$ cat config.mk
export PLATFORM = sky130hd
export DESIGN_NAME = sbc_standby_ctrl
export DESIGN_NICKNAME = d
export VERILOG_FILES = /design/src/inc/sbc_pkg.sv /design/src/rtl/sbc_standby_ctrl.sv /design/src/rtl/sbc_wait_timer.sv
export SDC_FILE = /design/constraint.sdc
export NUM_CORES = 1
export LEC_CHECK = 0
export BUFFER_PORTS_ARGS = -buffer_cell sky130_fd_sc_hd__buf_2
export CAP_MARGIN = 20
export CORE_UTILIZATION = 50
export DETAILED_ROUTE_END_ITERATION = 12
export GPL_ROUTABILITY_DRIVEN = 0
export GPL_TIMING_DRIVEN = 1
export HOLD_SLACK_MARGIN = 0.1
export PLACE_DENSITY = 0.82
export SETUP_SLACK_MARGIN = 0.2
export SYNTH_ARGS = -nofsm -noshare
export SYNTH_HDL_FRONTEND = slang
export SYNTH_SLANG_ARGS = --single-unit
$ cat constraint.sdc
create_clock -name pclk -period 4.41 [get_ports pclk]
set_input_delay 0.2205 -clock pclk [delete_from_list [all_inputs] [get_ports pclk]]
set_output_delay 0.2205 -clock pclk [all_outputs]
set_load 0.05 [all_outputs]
$ cat src/inc/sbc_pkg.sv
// Function
// - sleep enters software standby when select set
// - standby exit leaves select bit unchanged
// - watchdog mode overrides select, never standby
// - hold enable keeps bus outputs, else high-z
// - chip selects, strobes, address all affected
// - wait field sets settling time after exit
// - exception enable traps sleep, inhibits transition
package sbc_pkg;

  // Register map
  localparam logic [11:0] SBC_ADDR_CTRL   = 12'h000;
  localparam logic [11:0] SBC_ADDR_STATUS = 12'h004;

  // Field positions of the control register
  localparam int SBC_BIT_SSEL = 15;
  localparam int SBC_BIT_HOLD = 14;
  localparam int SBC_BIT_RSVD = 13;
  localparam int SBC_WAIT_HI  = 12;
  localparam int SBC_WAIT_LO  = 8;
  localparam int SBC_BIT_SLIE = 7;

  // Reset value and writable mask (bit 13 and 6..0 read as zero)
  localparam logic [15:0] SBC_CTRL_RESET = 16'h4F00;
  localparam logic [15:0] SBC_CTRL_MASK  = 16'hDF80;

  // Wait codes
  localparam logic [4:0] SBC_WAIT_MIN = 5'h05;
  localparam logic [4:0] SBC_WAIT_MAX = 5'h0F;

  // Status register fields
  localparam int SBC_ST_MODE_LO = 0;
  localparam int SBC_ST_BADW    = 4;
  localparam int SBC_ST_TRAP    = 5;

  // Power modes
  typedef enum logic [2:0] {
    SBC_RUN   = 3'h0,
    SBC_SLEEP = 3'h1,
    SBC_AMCS  = 3'h3,
    SBC_STBY  = 3'h2,
    SBC_SETTL = 3'h6
  } sbc_mode_t;

  // Bus outputs affected in standby
  typedef struct packed {
    logic [23:0] addr;
    logic [7:0]  cs_n;
    logic        address_strobe_n;
    logic        rd_n;
    logic        upper_write_strobe_n;
    logic        lower_write_strobe_n;
  } sbc_bus_t;

endpackage : sbc_pkg

$ cat src/rtl/sbc_standby_ctrl.sv
// The register addresses and the APB slave port are this design's own decisions.
`timescale 1ns/1ps
module sbc_standby_ctrl #(
  parameter int AW = 24
) (
  // Clock and reset
  input  wire logic                 pclk,
  input  wire logic                 presetn,
  // APB slave
  input  wire logic                 psel,
  input  wire logic                 penable,
  input  wire logic                 pwrite,
  input  wire logic [11:0]          paddr,
  input  wire logic [31:0]          pwdata,
  output logic                      pready,
  output logic                      pslverr,
  output logic [31:0]               prdata,
  // CPU and system events
  input  wire logic                 sleep_exec,
  input  wire logic                 watchdog_unit_mode,
  input  wire logic                 amcs_select,
  input  wire logic                 ext_irq_pin,
  input  wire logic                 any_irq,
  input  wire logic                 periph_tick,
  // Mode and exception outputs
  output logic                      sleep_trap,
  output logic                      in_sleep,
  output logic                      in_amcs,
  output logic                      in_standby,
  output logic                      osc_stop,
  // Bus pins in and out
  input  wire sbc_pkg::sbc_bus_t    bus_in,
  output sbc_pkg::sbc_bus_t         bus_out,
  output logic                      bus_oe
);

  ////////////////////////////////////////////////////////////////////
  // Declarations
  // Settling counter width, wide enough for the longest wait
  localparam int WAIT_CW = 20;
  logic [15:0]        ctrl_ff, nxt_ctrl;
  sbc_pkg::sbc_mode_t mode_ff, nxt_mode;
  sbc_pkg::sbc_bus_t  held_ff, nxt_held;
  logic               trap_ff, nxt_trap;
  logic               badw_ff, nxt_badw;
  logic [31:0]        rd_ff, nxt_rd;
  logic               irq_s1_ff, irq_s2_ff;
  logic               wr_ctrl, rd_acc;
  logic               wait_start, wait_done;
  logic [WAIT_CW-1:0] wait_cnt;
  logic [4:0]         wcode;
  logic [31:0]        status_word;

  // Elaboration check: the bus snapshot is a fixed 24-bit address
  if (AW != 24) begin : g_aw_check
    $error("sbc_standby_ctrl: AW must be 24");
  end

  ////////////////////////////////////////////////////////////////////
  // External interrupt synchroniser
  // Only the second stage is read, the first may be metastable
  always_ff @(posedge pclk or negedge presetn) begin
    if (!presetn) begin
      irq_s1_ff <= 1'b0;
      irq_s2_ff <= 1'b0;
    end else begin
      irq_s1_ff <= ext_irq_pin;
      irq_s2_ff <= irq_s1_ff;
    end
  end

  ////////////////////////////////////////////////////////////////////
  // APB decode, zero wait states
  assign pready  = 1'b1;
  assign wr_ctrl = psel && penable && pwrite && (paddr == sbc_pkg::SBC_ADDR_CTRL);
  assign rd_acc  = psel && !penable && !pwrite;
  assign pslverr = psel && penable && (paddr != sbc_pkg::SBC_ADDR_CTRL)
                   && (paddr != sbc_pkg::SBC_ADDR_STATUS);
  assign prdata  = rd_ff;
  assign wcode   = ctrl_ff[sbc_pkg::SBC_WAIT_HI:sbc_pkg::SBC_WAIT_LO];

  // Status word assembled from its fields
  always_comb begin
    status_word = 32'h00000000;
    status_word[sbc_pkg::SBC_ST_MODE_LO +: $bits(sbc_pkg::sbc_mode_t)] = mode_ff;
    status_word[sbc_pkg::SBC_ST_BADW] = badw_ff;
    status_word[sbc_pkg::SBC_ST_TRAP] = trap_ff;
  end

  // Settling count from wait code
  always_comb begin
    case (wcode)
      5'h05:   wait_cnt = 20'h00040;
      5'h06:   wait_cnt = 20'h00200;
      5'h07:   wait_cnt = 20'h00400;
      5'h08:   wait_cnt = 20'h00800;
      5'h09:   wait_cnt = 20'h01000;
      5'h0A:   wait_cnt = 20'h04000;
      5'h0B:   wait_cnt = 20'h08000;
      5'h0C:   wait_cnt = 20'h10000;
      5'h0D:   wait_cnt = 20'h20000;
      5'h0E:   wait_cnt = 20'h40000;
      5'h0F:   wait_cnt = 20'h80000;
      default: wait_cnt = 20'h80000; // Reserved: longest wait
    endcase
  end

  ////////////////////////////////////////////////////////////////////
  // Register next values
  always_comb begin
    nxt_ctrl = ctrl_ff;
    nxt_rd   = rd_ff;
    nxt_badw = badw_ff;
    if (wr_ctrl) begin
      // Only software changes the select bit
      nxt_ctrl = pwdata[15:0] & sbc_pkg::SBC_CTRL_MASK;
      nxt_badw = (pwdata[sbc_pkg::SBC_WAIT_HI:sbc_pkg::SBC_WAIT_LO] < sbc_pkg::SBC_WAIT_MIN)
                 || (pwdata[sbc_pkg::SBC_WAIT_HI:sbc_pkg::SBC_WAIT_LO] > sbc_pkg::SBC_WAIT_MAX);
    end
    if (rd_acc) begin
      if (paddr == sbc_pkg::SBC_ADDR_CTRL) begin
        nxt_rd = {16'h0000, ctrl_ff};
      end else if (paddr == sbc_pkg::SBC_ADDR_STATUS) begin
        nxt_rd = status_word;
      end else begin
        nxt_rd = 32'h00000000;
      end
    end
  end

  ////////////////////////////////////////////////////////////////////
  // Power mode sequencing
  always_comb begin
    nxt_mode   = mode_ff;
    nxt_trap   = trap_ff;
    wait_start = 1'b0;
    if (rd_acc && paddr == sbc_pkg::SBC_ADDR_STATUS) begin
      nxt_trap = 1'b0;
    end
    case (mode_ff)
      sbc_pkg::SBC_RUN: begin
        if (sleep_exec) begin
          if (ctrl_ff[sbc_pkg::SBC_BIT_SLIE]) begin
            nxt_trap = 1'b1; // Trap, no transition
          end else if (ctrl_ff[sbc_pkg::SBC_BIT_SSEL] && !watchdog_unit_mode) begin
            nxt_mode = sbc_pkg::SBC_STBY;
          end else if (amcs_select) begin
            nxt_mode = sbc_pkg::SBC_AMCS; // Watchdog ignores select
          end else begin
            nxt_mode = sbc_pkg::SBC_SLEEP;
          end
        end
      end
      sbc_pkg::SBC_SLEEP, sbc_pkg::SBC_AMCS: begin
        if (any_irq || irq_s2_ff) nxt_mode = sbc_pkg::SBC_RUN;
      end
      sbc_pkg::SBC_STBY: begin
        if (irq_s2_ff) begin
          nxt_mode   = sbc_pkg::SBC_SETTL;
          wait_start = 1'b1;
        end
      end
      sbc_pkg::SBC_SETTL: begin
        if (wait_done) nxt_mode = sbc_pkg::SBC_RUN;
      end
      default: nxt_mode = sbc_pkg::SBC_RUN;
    endcase
  end

  // Settling timer on peripheral tick
  sbc_wait_timer #(.CW(WAIT_CW)) u_wait (
    .pclk    (pclk),
    .presetn (presetn),
    .start   (wait_start),
    .tick    (periph_tick),
    .count   (wait_cnt),
    .done    (wait_done)
  );

  ////////////////////////////////////////////////////////////////////
  // Bus output hold capture
  always_comb begin
    nxt_held = held_ff;
    if (nxt_mode == sbc_pkg::SBC_STBY && mode_ff != sbc_pkg::SBC_STBY) begin
      nxt_held = bus_in; // Snapshot of all strobes and address
    end
  end

  // Bus pins in standby
  always_comb begin
    if (mode_ff == sbc_pkg::SBC_STBY || mode_ff == sbc_pkg::SBC_SETTL) begin
      bus_out = held_ff;
      bus_oe  = ctrl_ff[sbc_pkg::SBC_BIT_HOLD];
    end else begin
      bus_out = bus_in;
      bus_oe  = 1'b1;
    end
  end

  ////////////////////////////////////////////////////////////////////
  // State registers
  always_ff @(posedge pclk or negedge presetn) begin
    if (!presetn) begin
      ctrl_ff <= sbc_pkg::SBC_CTRL_RESET;
      mode_ff <= sbc_pkg::SBC_RUN;
      held_ff <= '0;
      trap_ff <= 1'b0;
      badw_ff <= 1'b0;
      rd_ff   <= 32'h00000000;
    end else begin
      ctrl_ff <= nxt_ctrl;
      mode_ff <= nxt_mode;
      held_ff <= nxt_held;
      trap_ff <= nxt_trap;
      badw_ff <= nxt_badw;
      rd_ff   <= nxt_rd;
    end
  end

  // Mode outputs
  assign sleep_trap = trap_ff;
  assign in_sleep   = (mode_ff == sbc_pkg::SBC_SLEEP);
  assign in_amcs    = (mode_ff == sbc_pkg::SBC_AMCS);
  assign in_standby = (mode_ff == sbc_pkg::SBC_STBY);
  assign osc_stop   = (mode_ff == sbc_pkg::SBC_STBY);
endmodule : sbc_standby_ctrl

$ cat src/rtl/sbc_wait_timer.sv
`timescale 1ns/1ps
// Settling-time counter on the peripheral clock tick
module sbc_wait_timer #(
  parameter int CW = 20
) (
  // Clock and reset
  input  wire logic          pclk,
  input  wire logic          presetn,
  // Control
  input  wire logic          start,
  input  wire logic          tick,
  input  wire logic [CW-1:0] count,
  // Status
  output logic               done
);

  logic [CW-1:0] cnt_ff;
  logic [CW-1:0] nxt_cnt;
  logic          run_ff;
  logic          nxt_run;

  // Elaboration check: the longest wait needs 20 bits
  if (CW < 20) begin : g_cw_check
    $error("sbc_wait_timer: CW too small");
  end

  // Count down while running
  always_comb begin
    nxt_cnt = cnt_ff;
    nxt_run = run_ff;
    done    = 1'b0;
    if (start) begin
      nxt_cnt = count;
      nxt_run = 1'b1;
    end else if (run_ff && tick) begin
      if (cnt_ff <= CW'(1)) begin
        nxt_run = 1'b0;
        done    = 1'b1;
      end
      nxt_cnt = cnt_ff - CW'(1);
    end
  end

  // Registers
  always_ff @(posedge pclk or negedge presetn) begin
    if (!presetn) begin
      cnt_ff <= '0;
      run_ff <= 1'b0;
    end else begin
      cnt_ff <= nxt_cnt;
      run_ff <= nxt_run;
    end
  end

endmodule : sbc_wait_timer

# Yosys cells after proc, flatten, opt, wreduce, memory -nomap -nowiden
# Memory sizes are Yosys's and may differ from the RTL's.
# Cells that the tools add are included.
# totals
ff_bits	104
mem_bits_ro	176
in_bits	91
output_inout_bits	76
n_memories	1
# op_classes
add_sub_neg	1
n_lt_le_gt_ge	3
eq_ne	8
muxes	27
reduce_logical	24
# memory_table
name	words	word_bits	read_ports	rd_clocked_by_memory_dff	write_ports	line_no	source
(no name shown)	16	11	1	0	0	sbc_standby_ctrl.sv:92	case (wcode)
# ops
op	count
two-way mux 20 bit	3
two-way mux 36 bit	1
<= comparator 20 x 1 -> 1 bit, second input constant	1
subtractor 20 x 1 -> 20 bit, second input constant	1
two-way mux 16 bit	1
two-way mux 3 bit	5
two-way mux 1 bit	13
== test 12 x 3 -> 1 bit, second input constant	1
zero test 12 bit	1
inequality test 12 x 3 -> 1 bit, second input constant	1
one-hot mux 3 bit (4 select lines)	1
nonzero test 12 bit	1
logical AND 1 bit	11
== test 3 x 2 -> 1 bit, second input constant	3
two-way mux 6 bit	1
greater-than comparator 5 x 4 -> 1 bit, second input constant	1
< comparator 5 x 3 -> 1 bit, second input constant	1
two-way mux 2 bit	2
nonzero test 2 bit	2
== test 3 x 1 -> 1 bit, second input constant	1
== test 3 bit, second input constant	1
zero test 1 bit	3
zero test 3 bit	1
logical OR 1 bit	3
other kinds (3)	3

# Depth between registers and ports, before layout
# Gate-level depths: netlist of the first run.
# depth
depth_word	8
ltp_mapped	7
depth_no_buf	7

# Cells and area by module
# Synthesis of the first run repeated with hierarchy kept, for this count alone.
# hier_totals
hier_cells	382
hier_area_um2	4450.5
# by_module_without_submodules
mod	n_inst	cells_each	area_per_inst_um2
sbc_standby_ctrl	1	250	3258.1
sbc_wait_timer	1	132	1192.4

# Worst setup path after synthesis of the first run
# OpenSTA, ideal clock, no wires.
# synth_timing
path_kind	register to output
startpoint	register mode_ff[0]
endpoint	output osc_stop
t_arrival_ps	2029
path_slack_ps	2161
stages_incl_launch_ff	6
n_path_buf	3
path_cell_list	dfrtp_1 > nand2b_1 > buf_1 > buf_2 > nor2_1 > buf_4
# synth_between
elab_chain_len	1
# synth_rtl
item	line_no	source
start: declaration	sbc_standby_ctrl.sv:42	sbc_pkg::sbc_mode_t mode_ff, nxt_mode;
start signal: assignment	sbc_standby_ctrl.sv:205	mode_ff <= sbc_pkg::SBC_RUN;
start signal: assignment	sbc_standby_ctrl.sv:212	mode_ff <= nxt_mode;
== test 3 x 2 -> 1 bit	-	
end: declaration	sbc_standby_ctrl.sv:30	output logic osc_stop,
# Every way passes these cells.

==> results of run 1 <==
==> how the worst max path moves through the flow <==
stage	startpoint	end	slack [ns]	cells after the start
6_report	mode_ff[0]	bus_out[1]	1.94	3
3_5_place_dp	u_wait.cnt_ff[9]	mode_ff[1]	2.16	5
3_3_place_gp	u_wait.cnt_ff[9]	mode_ff[1]	2.24	5
5_1_grt	mode_ff[0]	bus_out[1]	1.81	3
4_1_cts	mode_ff[0]	bus_out[3]	1.93	3
2_1_floorplan	mode_ff[0]	osc_stop	2.16	5
==> cell usage after synthesis (5+ instances only) <==
cell and n:
dfrtp_1 80, mux2_2 71, buf_4 21, nor2_1 17, xnor2_1 14, a22o_1 13, inv_1 13, nand2_1 10
clkbuf_1 9, mux2_1 8, nor3_1 8, o21ai_0 8, nand3_1 7, buf_2 6, a21oi_1 5, dfstp_2 5
==> registers in the layout, summed over array words and instances (netlist names) <==
register,count
irq_s1_ff,1
held_ff,36
ctrl_ff,8
badw_ff,1
u_wait.run_ff,1
prdata,13
sleep_trap,1
mode_ff,3
u_wait.cnt_ff,20
irq_s2_ff,1
==> logic make-up (layout without fill, tap and decap cells) <==
family                   count (synthesis)  count (layout)
AO/OA/AOI/OAI                           45              45
AND/OR/NAND/NOR                         80              80
buffers and inverters                   52             178
XOR/XNOR                                16              16
adder cells (fa/ha/maj)                  2               2
multiplexers                            79              79
other                                    2              20
flip-flops                              85              85
==> area by class of cell <==
type / instances / area [um^2] / share of cell area
Clock buffer: 13 / 139 / 0.0260
Clock inverter: 3 / 46.3 / 0.00865
Inverter: 13 / 48.8 / 0.00912
Multi-Input combinational cell: 242 / 1960 / 0.366
Sequential cell: 85 / 2130 / 0.399
Tap cell: 105 / 131 / 0.0246
Timing Repair Buffer: 149 / 896 / 0.167
==> cells in the final DEF (no fill, tap or decap), types with 3 or more instances in the layout <==
master	instances
buf_2	121
buf_4	3
mux2_1	8
nor3_2	4
nor4_1	4
nor4_2	3
clkbuf_8	9
dfrtp_1	80
conb_1	20
nor2b_1	3
a22o_1	13
o22ai_1	4
clkbuf_1	4
nand2_1	10
o32ai_1	3
dlygate4sd3_1	24
mux2_2	71
nor2_1	17
or2_2	3
nand3_1	7
nor3_1	8
xnor2_1	14
dfstp_2	5
a21oi_1	5
inv_1	13
o21ai_0	8
==> routing by layer <==
layer | wire [um] | global-route usage
met1 | 3910 | 0.278
met3 | 648 | 0.0668
met2 | 4780 | 0.381
met5 | 0 | 0
met4 | 148 | 0.0833
==> power by group <==
group / switching, mW / total, mW / internal, mW
Sequential: 0.191 / 1.23 / 1.04
Clock: 0.269 / 0.533 / 0.264
Combinational: 1.31 / 2.02 / 0.709
Total: 1.77 / 3.79 / 2.01
==> metrics by stage <==
step,cells,power [mW],setup WS (ns)
2_1_floorplan,379,2.89,2.16
3_3_place_gp,569,3.18,2.24
3_5_place_dp,569,3.24,2.16
4_1_cts,609,3.80,1.93
5_1_grt,610,4.00,1.81
6_report,610,3.79,1.94
==> what timing repair did <==
action,CTS,global route
setup endpoints to repair,0,0
hold buffers,24,0
endpoints found under the hold margin,53,0
==> summary.md, run 1 <==
| Metric | Value |
|---|---|
| Max clock buf depth | `2` |
| Yosys top cell area share | `0.465` |
| Netlist Area Pre-Place | `4300 um^2` |
| Main combinational cell family by area after synthesis | `multiplexers` |
| Rows | `33` |
| Final setup viols | `0` |
| Mean post-synth cell area | `11.9 um^2` |
| VDD IR max | `0.555 mV` |
| Post-synthesis mux area share | `0.207` |
| Final period util | `0.560` |
| Critical Path AT | `2.25 ns` |
| Post-route ant nets | `0` |
| Initial antenna violation count | `0` |
| Async SR Flop Fraction | `1.00` |
| Drt wl/cell | `15.5 um` |
| CTS H-tree depth | `3` |
| CTS tree | `built` |
| Setup Skew | `0.0104 ns` |
| Die Wd | `94.8 um` |
| Hold Crit Depth | `2` |
| Worst-Skew Late Latency | `0.35 ns` |
| Power per Cell Area | `708 nW/um^2` |
| CTS resizes | `0` |
| Die Area | `8980 um^2` |
| Synth cell types | `50` |
| CP max stage delay | `0.81 ns` |
| Reg2Reg Depth | `5` |
| Adder-cell share of the synthesized area | `0.00582` |
| CP max stage cell | `nand2b_2` |
| R2r setup slk | `2.13 ns` |
| Nets | `593` |
| DRT iter0 DRCs | `93` |
| Compound-cell area share of the yosys netlist | `0.0759` |
| Synth Warn # | `0` |
| CP top delay family | `simple AND/OR/NAND/NOR gates` |
| Hold crit path type | `primary input to flip-flop` |
| Yosys reg bits | `85` |
| Root Buffer | `clkbuf_8` |
| Core area | `8260 um^2` |
| RSZ-0062 raised after global routing | `no` |
| Simple-Gate Fraction of Synth Area | `0.114` |
| Vias | `3264` |
| Synth area leader | `dfrtp_1` |
| Gr ovfl total | `0` |
| EDFF count, synth | `0` |
| Data required, critical path | `4.19 ns` |
| Crit-path max FO | `40` |
| # clock sinks | `85` |
| Share of layout cells above drive strength 1 | `0.451` |
| Clock slew at reported path FFs | `0.08 ns` |
| Largest net degree at the start of global routing | `86` |
| DP HPWL | `6390 um` |
| Top post-synthesis cells by area | `dfrtp_1 47%, mux2_2 19%, buf_4 3.7%` |
| Util after Layout | `0.648` |
| Critical R2R Launch | `u_wait.cnt_ff[9]` |
| Max Slew Vio Count | `0` |
| CP Capture Type | `output pin` |
| Synthesized instance count | `361` |
| DR vias/cell | `5.35` |
| RR Endpoint | `mode_ff[1]` |
| Vias in the first global route | `3287` |
| Final Cell Area | `5350 um^2` |
| Synth Area in XOR/XNOR | `0.0326` |
| Slew Limit Headroom | `0.332` |
| Primary FF master, synth | `dfrtp_1` |
| Overall routing resource usage | `0.228` |
| Area delta synth->final | `24.3%` |
| Status | `finished clean` |
| Worst-Margin Slew | `1.00 ns` |
| Setup TNS | `0 ns` |
| Hold path endpoint | `held_ff[10]` |
| Crit Path Class | `flip-flop to output pin` |
| Final WL | `9480 um` |
| Effective utilization at floorplan | `0.521` |
| Peak Freq | `405 MHz` |
| First-pass GRT wire length | `15700 um` |
| Total CTS buffers | `9` |
| Boundary pin count | `167` |
| CP Cell Sequence | `nand2b_2 -> mux2_2 -> buf_2` |
| Min-delay src | `bus_in[10]` |
| Max-Cap Viols | `0` |
| Drt first pass iters | `4` |
| Ant. Diodes | `0` |
| Leak | `2.52 nW` |
| Critical path startpoint category | `flip-flop` |
| DP Area | `4900 um^2` |
| Fillers | `643` |
| Post-route DRC | `0` |
| Seq/Total Area, Yosys | `0.496` |
| Tmin final | `2.47 ns` |
| Worst hold margin | `0.116 ns` |
| Port bufs | `122` |
| Die height | `94.8 um` |
| CP bufs+invs | `1` |
| Setup repair bufs after CTS | `0` |
| Hold Vio Cnt, Final | `0` |
Power figures use the tool's default switching activity.
==> run 2: changes to the inputs <==
--- a/config.mk
+++ b/config.mk
@@ -7,12 +7,12 @@
 export LEC_CHECK = 0
 export BUFFER_PORTS_ARGS = -buffer_cell sky130_fd_sc_hd__buf_2
 export CAP_MARGIN = 20
-export CORE_UTILIZATION = 50
+export CORE_UTILIZATION = 49
 export DETAILED_ROUTE_END_ITERATION = 12
 export GPL_ROUTABILITY_DRIVEN = 0
 export GPL_TIMING_DRIVEN = 1
 export HOLD_SLACK_MARGIN = 0.1
-export PLACE_DENSITY = 0.82
+export PLACE_DENSITY = 0.8
 export SETUP_SLACK_MARGIN = 0.2
 export SYNTH_ARGS = -nofsm -noshare
 export SYNTH_HDL_FRONTEND = slang
==> constraint.sdc (replaced) <==
create_clock -name pclk -period 2.36 [get_ports pclk]
set_input_delay 0.118 -clock pclk [delete_from_list [all_inputs] [get_ports pclk]]
set_output_delay 0.118 -clock pclk [all_outputs]
set_load 0.05 [all_outputs]
==> summary.md, run 2 (synthesized netlist as in run 1, its figures left out) <==
| Metric | Value |
|---|---|
| Vias in the first global route | `3396 (+3.3%)` |
| Max Slew Vio Count | `0 (unchanged)` |
| # clock sinks | `85 (unchanged)` |
| Root Buffer | `clkbuf_8` |
| Max clock buf depth | `2 (unchanged)` |
| Min-delay src | `paddr[2]` |
| DP Area | `4960 um^2 (+1.2%)` |
| Drt wl/cell | `15.9 um (+2.0%)` |
| Nets | `620 (+4.6%)` |
| Gr ovfl total | `0 (unchanged)` |
| Slew Limit Headroom | `0.522 (+0.190)` |
| Hold crit path type | `primary input to flip-flop` |
| DR top layer | `met4` |
| Post-route DRC | `0 (unchanged)` |
| Final period util | `0.847` |
| Critical Path AT | `2.22 ns (-0.03 ns)` |
| DP HPWL | `6470 um (+1.2%)` |
| Crit Path Class | `flip-flop to flip-flop` |
| Reg2Reg Depth | `5 (unchanged)` |
| Status | `finished clean` |
| RSZ-0062 raised after global routing | `no` |
| Dpl cells | `572 (+0.53%)` |
| Hold Crit Depth | `3 (+1)` |
| Worst-Margin Slew | `0.712 ns (-0.290 ns)` |
| Final Cell Area | `5640 um^2 (+5.3%)` |
| Critical path startpoint category | `flip-flop` |
| Clock slew at reported path FFs | `0.10 ns (+0.02 ns)` |
| RR Endpoint | `mode_ff[1]` |
| Boundary pin count | `167 (unchanged)` |
| Leading cell type in the layout, fill and taps excluded | `buf_2` |
| Effective utilization at floorplan | `0.516 (-0.00516)` |
| Post-Place Worst Slack | `0.267 ns (-1.89 ns)` |
| Setup repair bufs after CTS | `0 (unchanged)` |
| Final setup viols | `0 (unchanged)` |
| Peak Freq | `500 MHz` |
| Met3 wire len | `528 um (-19%)` |
| Port bufs | `122 (unchanged)` |
| Tmin final | `2.00 ns` |
| Data required, critical path | `2.58 ns (-1.61 ns)` |
| Rows | `33 (unchanged)` |
| Total CTS buffers | `9 (unchanged)` |
| Max FFs per register | `36 (unchanged)` |
| DRT iter0 DRCs | `117 (+26%)` |
| Crit-path max FO | `6 (-85%)` |
| Overall routing resource usage | `0.234 (+0.00621)` |
| DR vias/cell | `5.29 (-1.1%)` |
| Fin cells | `637 (+4.4%)` |
| Max-Cap Viols | `0 (unchanged)` |
| Largest net degree at the start of global routing | `55 (-36%)` |
| Worst-Skew Late Latency | `0.35 ns (about the same)` |
| Routed wl met2 | `5310 um (+11%)` |
| Overall power | `7.18 mW (+89%)` |
| DRT met1 WL | `4190 um (+7.3%)` |
| Die Area | `9160 um^2 (+2.0%)` |
| Share of layout cells above drive strength 1 | `0.438 (-0.0135)` |
| Power per Cell Area | `1270 nW/um^2 (+80%)` |
| Core area | `8340 um^2 (+1.0%)` |
| Area delta synth->final | `31.0%` |
| Drt first pass iters | `5 (+1)` |
| Hold path endpoint | `prdata[15]` |
| Critical R2R Launch | `u_wait.cnt_ff[9]` |
| Most frequent cells in the layout | `121 x buf_2, 80 x dfrtp_1, 71 x mux2_2` |
| Initial antenna violation count | `0 (unchanged)` |
| Die height | `95.7 um (+1.0%)` |
| Util after Layout | `0.676 (+0.0278)` |
| Ant. Diodes | `0 (unchanged)` |
| CTS tree | `built` |
| Setup Skew | `0.0164 ns (+0.00599 ns)` |
| VDD IR max | `1.06 mV (+90%)` |
| First-pass GRT wire length | `16400 um (+4.2%)` |
| Hold Vio Cnt, Final | `0 (unchanged)` |
| Worst hold margin | `0.157 ns (+0.0405 ns)` |
| Final WL | `10100 um (+6.5%)` |
| CP Capture Type | `flip-flop` |
| Setup TNS | `0 ns (unchanged)` |
| Final worst setup slack | `0.360 ns (-1.58 ns)` |
| CTS H-tree depth | `3 (unchanged)` |
| R2r setup slk | `0.36 ns (-1.77 ns)` |
| Leak | `2.64 nW (+4.8%)` |
| Biggest register | `held_ff` |
| Post-route ant nets | `0 (unchanged)` |
| Die Wd | `95.7 um (+1.0%)` |
| Vias | `3370 (+3.2%)` |
run 2: cell types whose count changed in the layout (fill, tap and decap cells not counted):
cell and change:
clkinv_4 +2, dlygate4sd3_1 +25, or4b_1 -1, buf_16 -1, buf_12 +3, bufinv_16 -1, or4b_4 +1, nand2b_4 +1
nand2b_2 -1, clkbuf_1 -2, clkbuf_8 +1
run 2: timing repair:
item / CTS / global route
resized for setup: 0 / 2
hold buffers: 49 / 0
endpoints found under the hold margin: 97 / 0
setup endpoints to repair: 0 / 11
run 2: worst max-delay path, cell delays in order, from the launching register on:
cell and delay (ns):
dfrtp_1 0.44, nor3_2 0.23, or4b_4 0.57, nor4_2 0.35, a21oi_1 0.13, nand3b_1 0.17
run 2: layout make-up:
cell class	instances	area, um^2
clock buffer	12	145
clock inverter	4	33.8
fill	629	2710
inverter	13	48.8
multi-input combinational	242	1960
sequential	85	2130
tap	105	131
timing repair buffer	176	1180
run 2: report_power, final:
part           leakage, nW  internal, mW  total, mW  switching (mW)
combinational         1.50          1.41       3.91            2.49
sequential            1.06          1.95       2.31           0.367
clock               0.0868         0.419      0.955           0.537
run 2: worst max path at each step:
stage | endpoint | depth (start not counted) | startpoint | slack, ns
final | mode_ff[1] | 5 | u_wait.cnt_ff[9] | 0.36
after global routing | u_wait.cnt_ff[17] | 5 | u_wait.cnt_ff[0] | 0.24
after CTS | mode_ff[1] | 5 | u_wait.cnt_ff[9] | 0.24
after detailed placement | mode_ff[1] | 5 | u_wait.cnt_ff[9] | 0.27
after global placement | mode_ff[1] | 5 | u_wait.cnt_ff[9] | 0.29
after floorplan | osc_stop | 5 | mode_ff[0] | 0.21
run 2: routing by layer:
layer  global-route usage  vias up
met2                0.402       97
met5                    0        -
met1                0.289     1683
met3               0.0671        8
met4               0.0597        0
li1                     -     1582
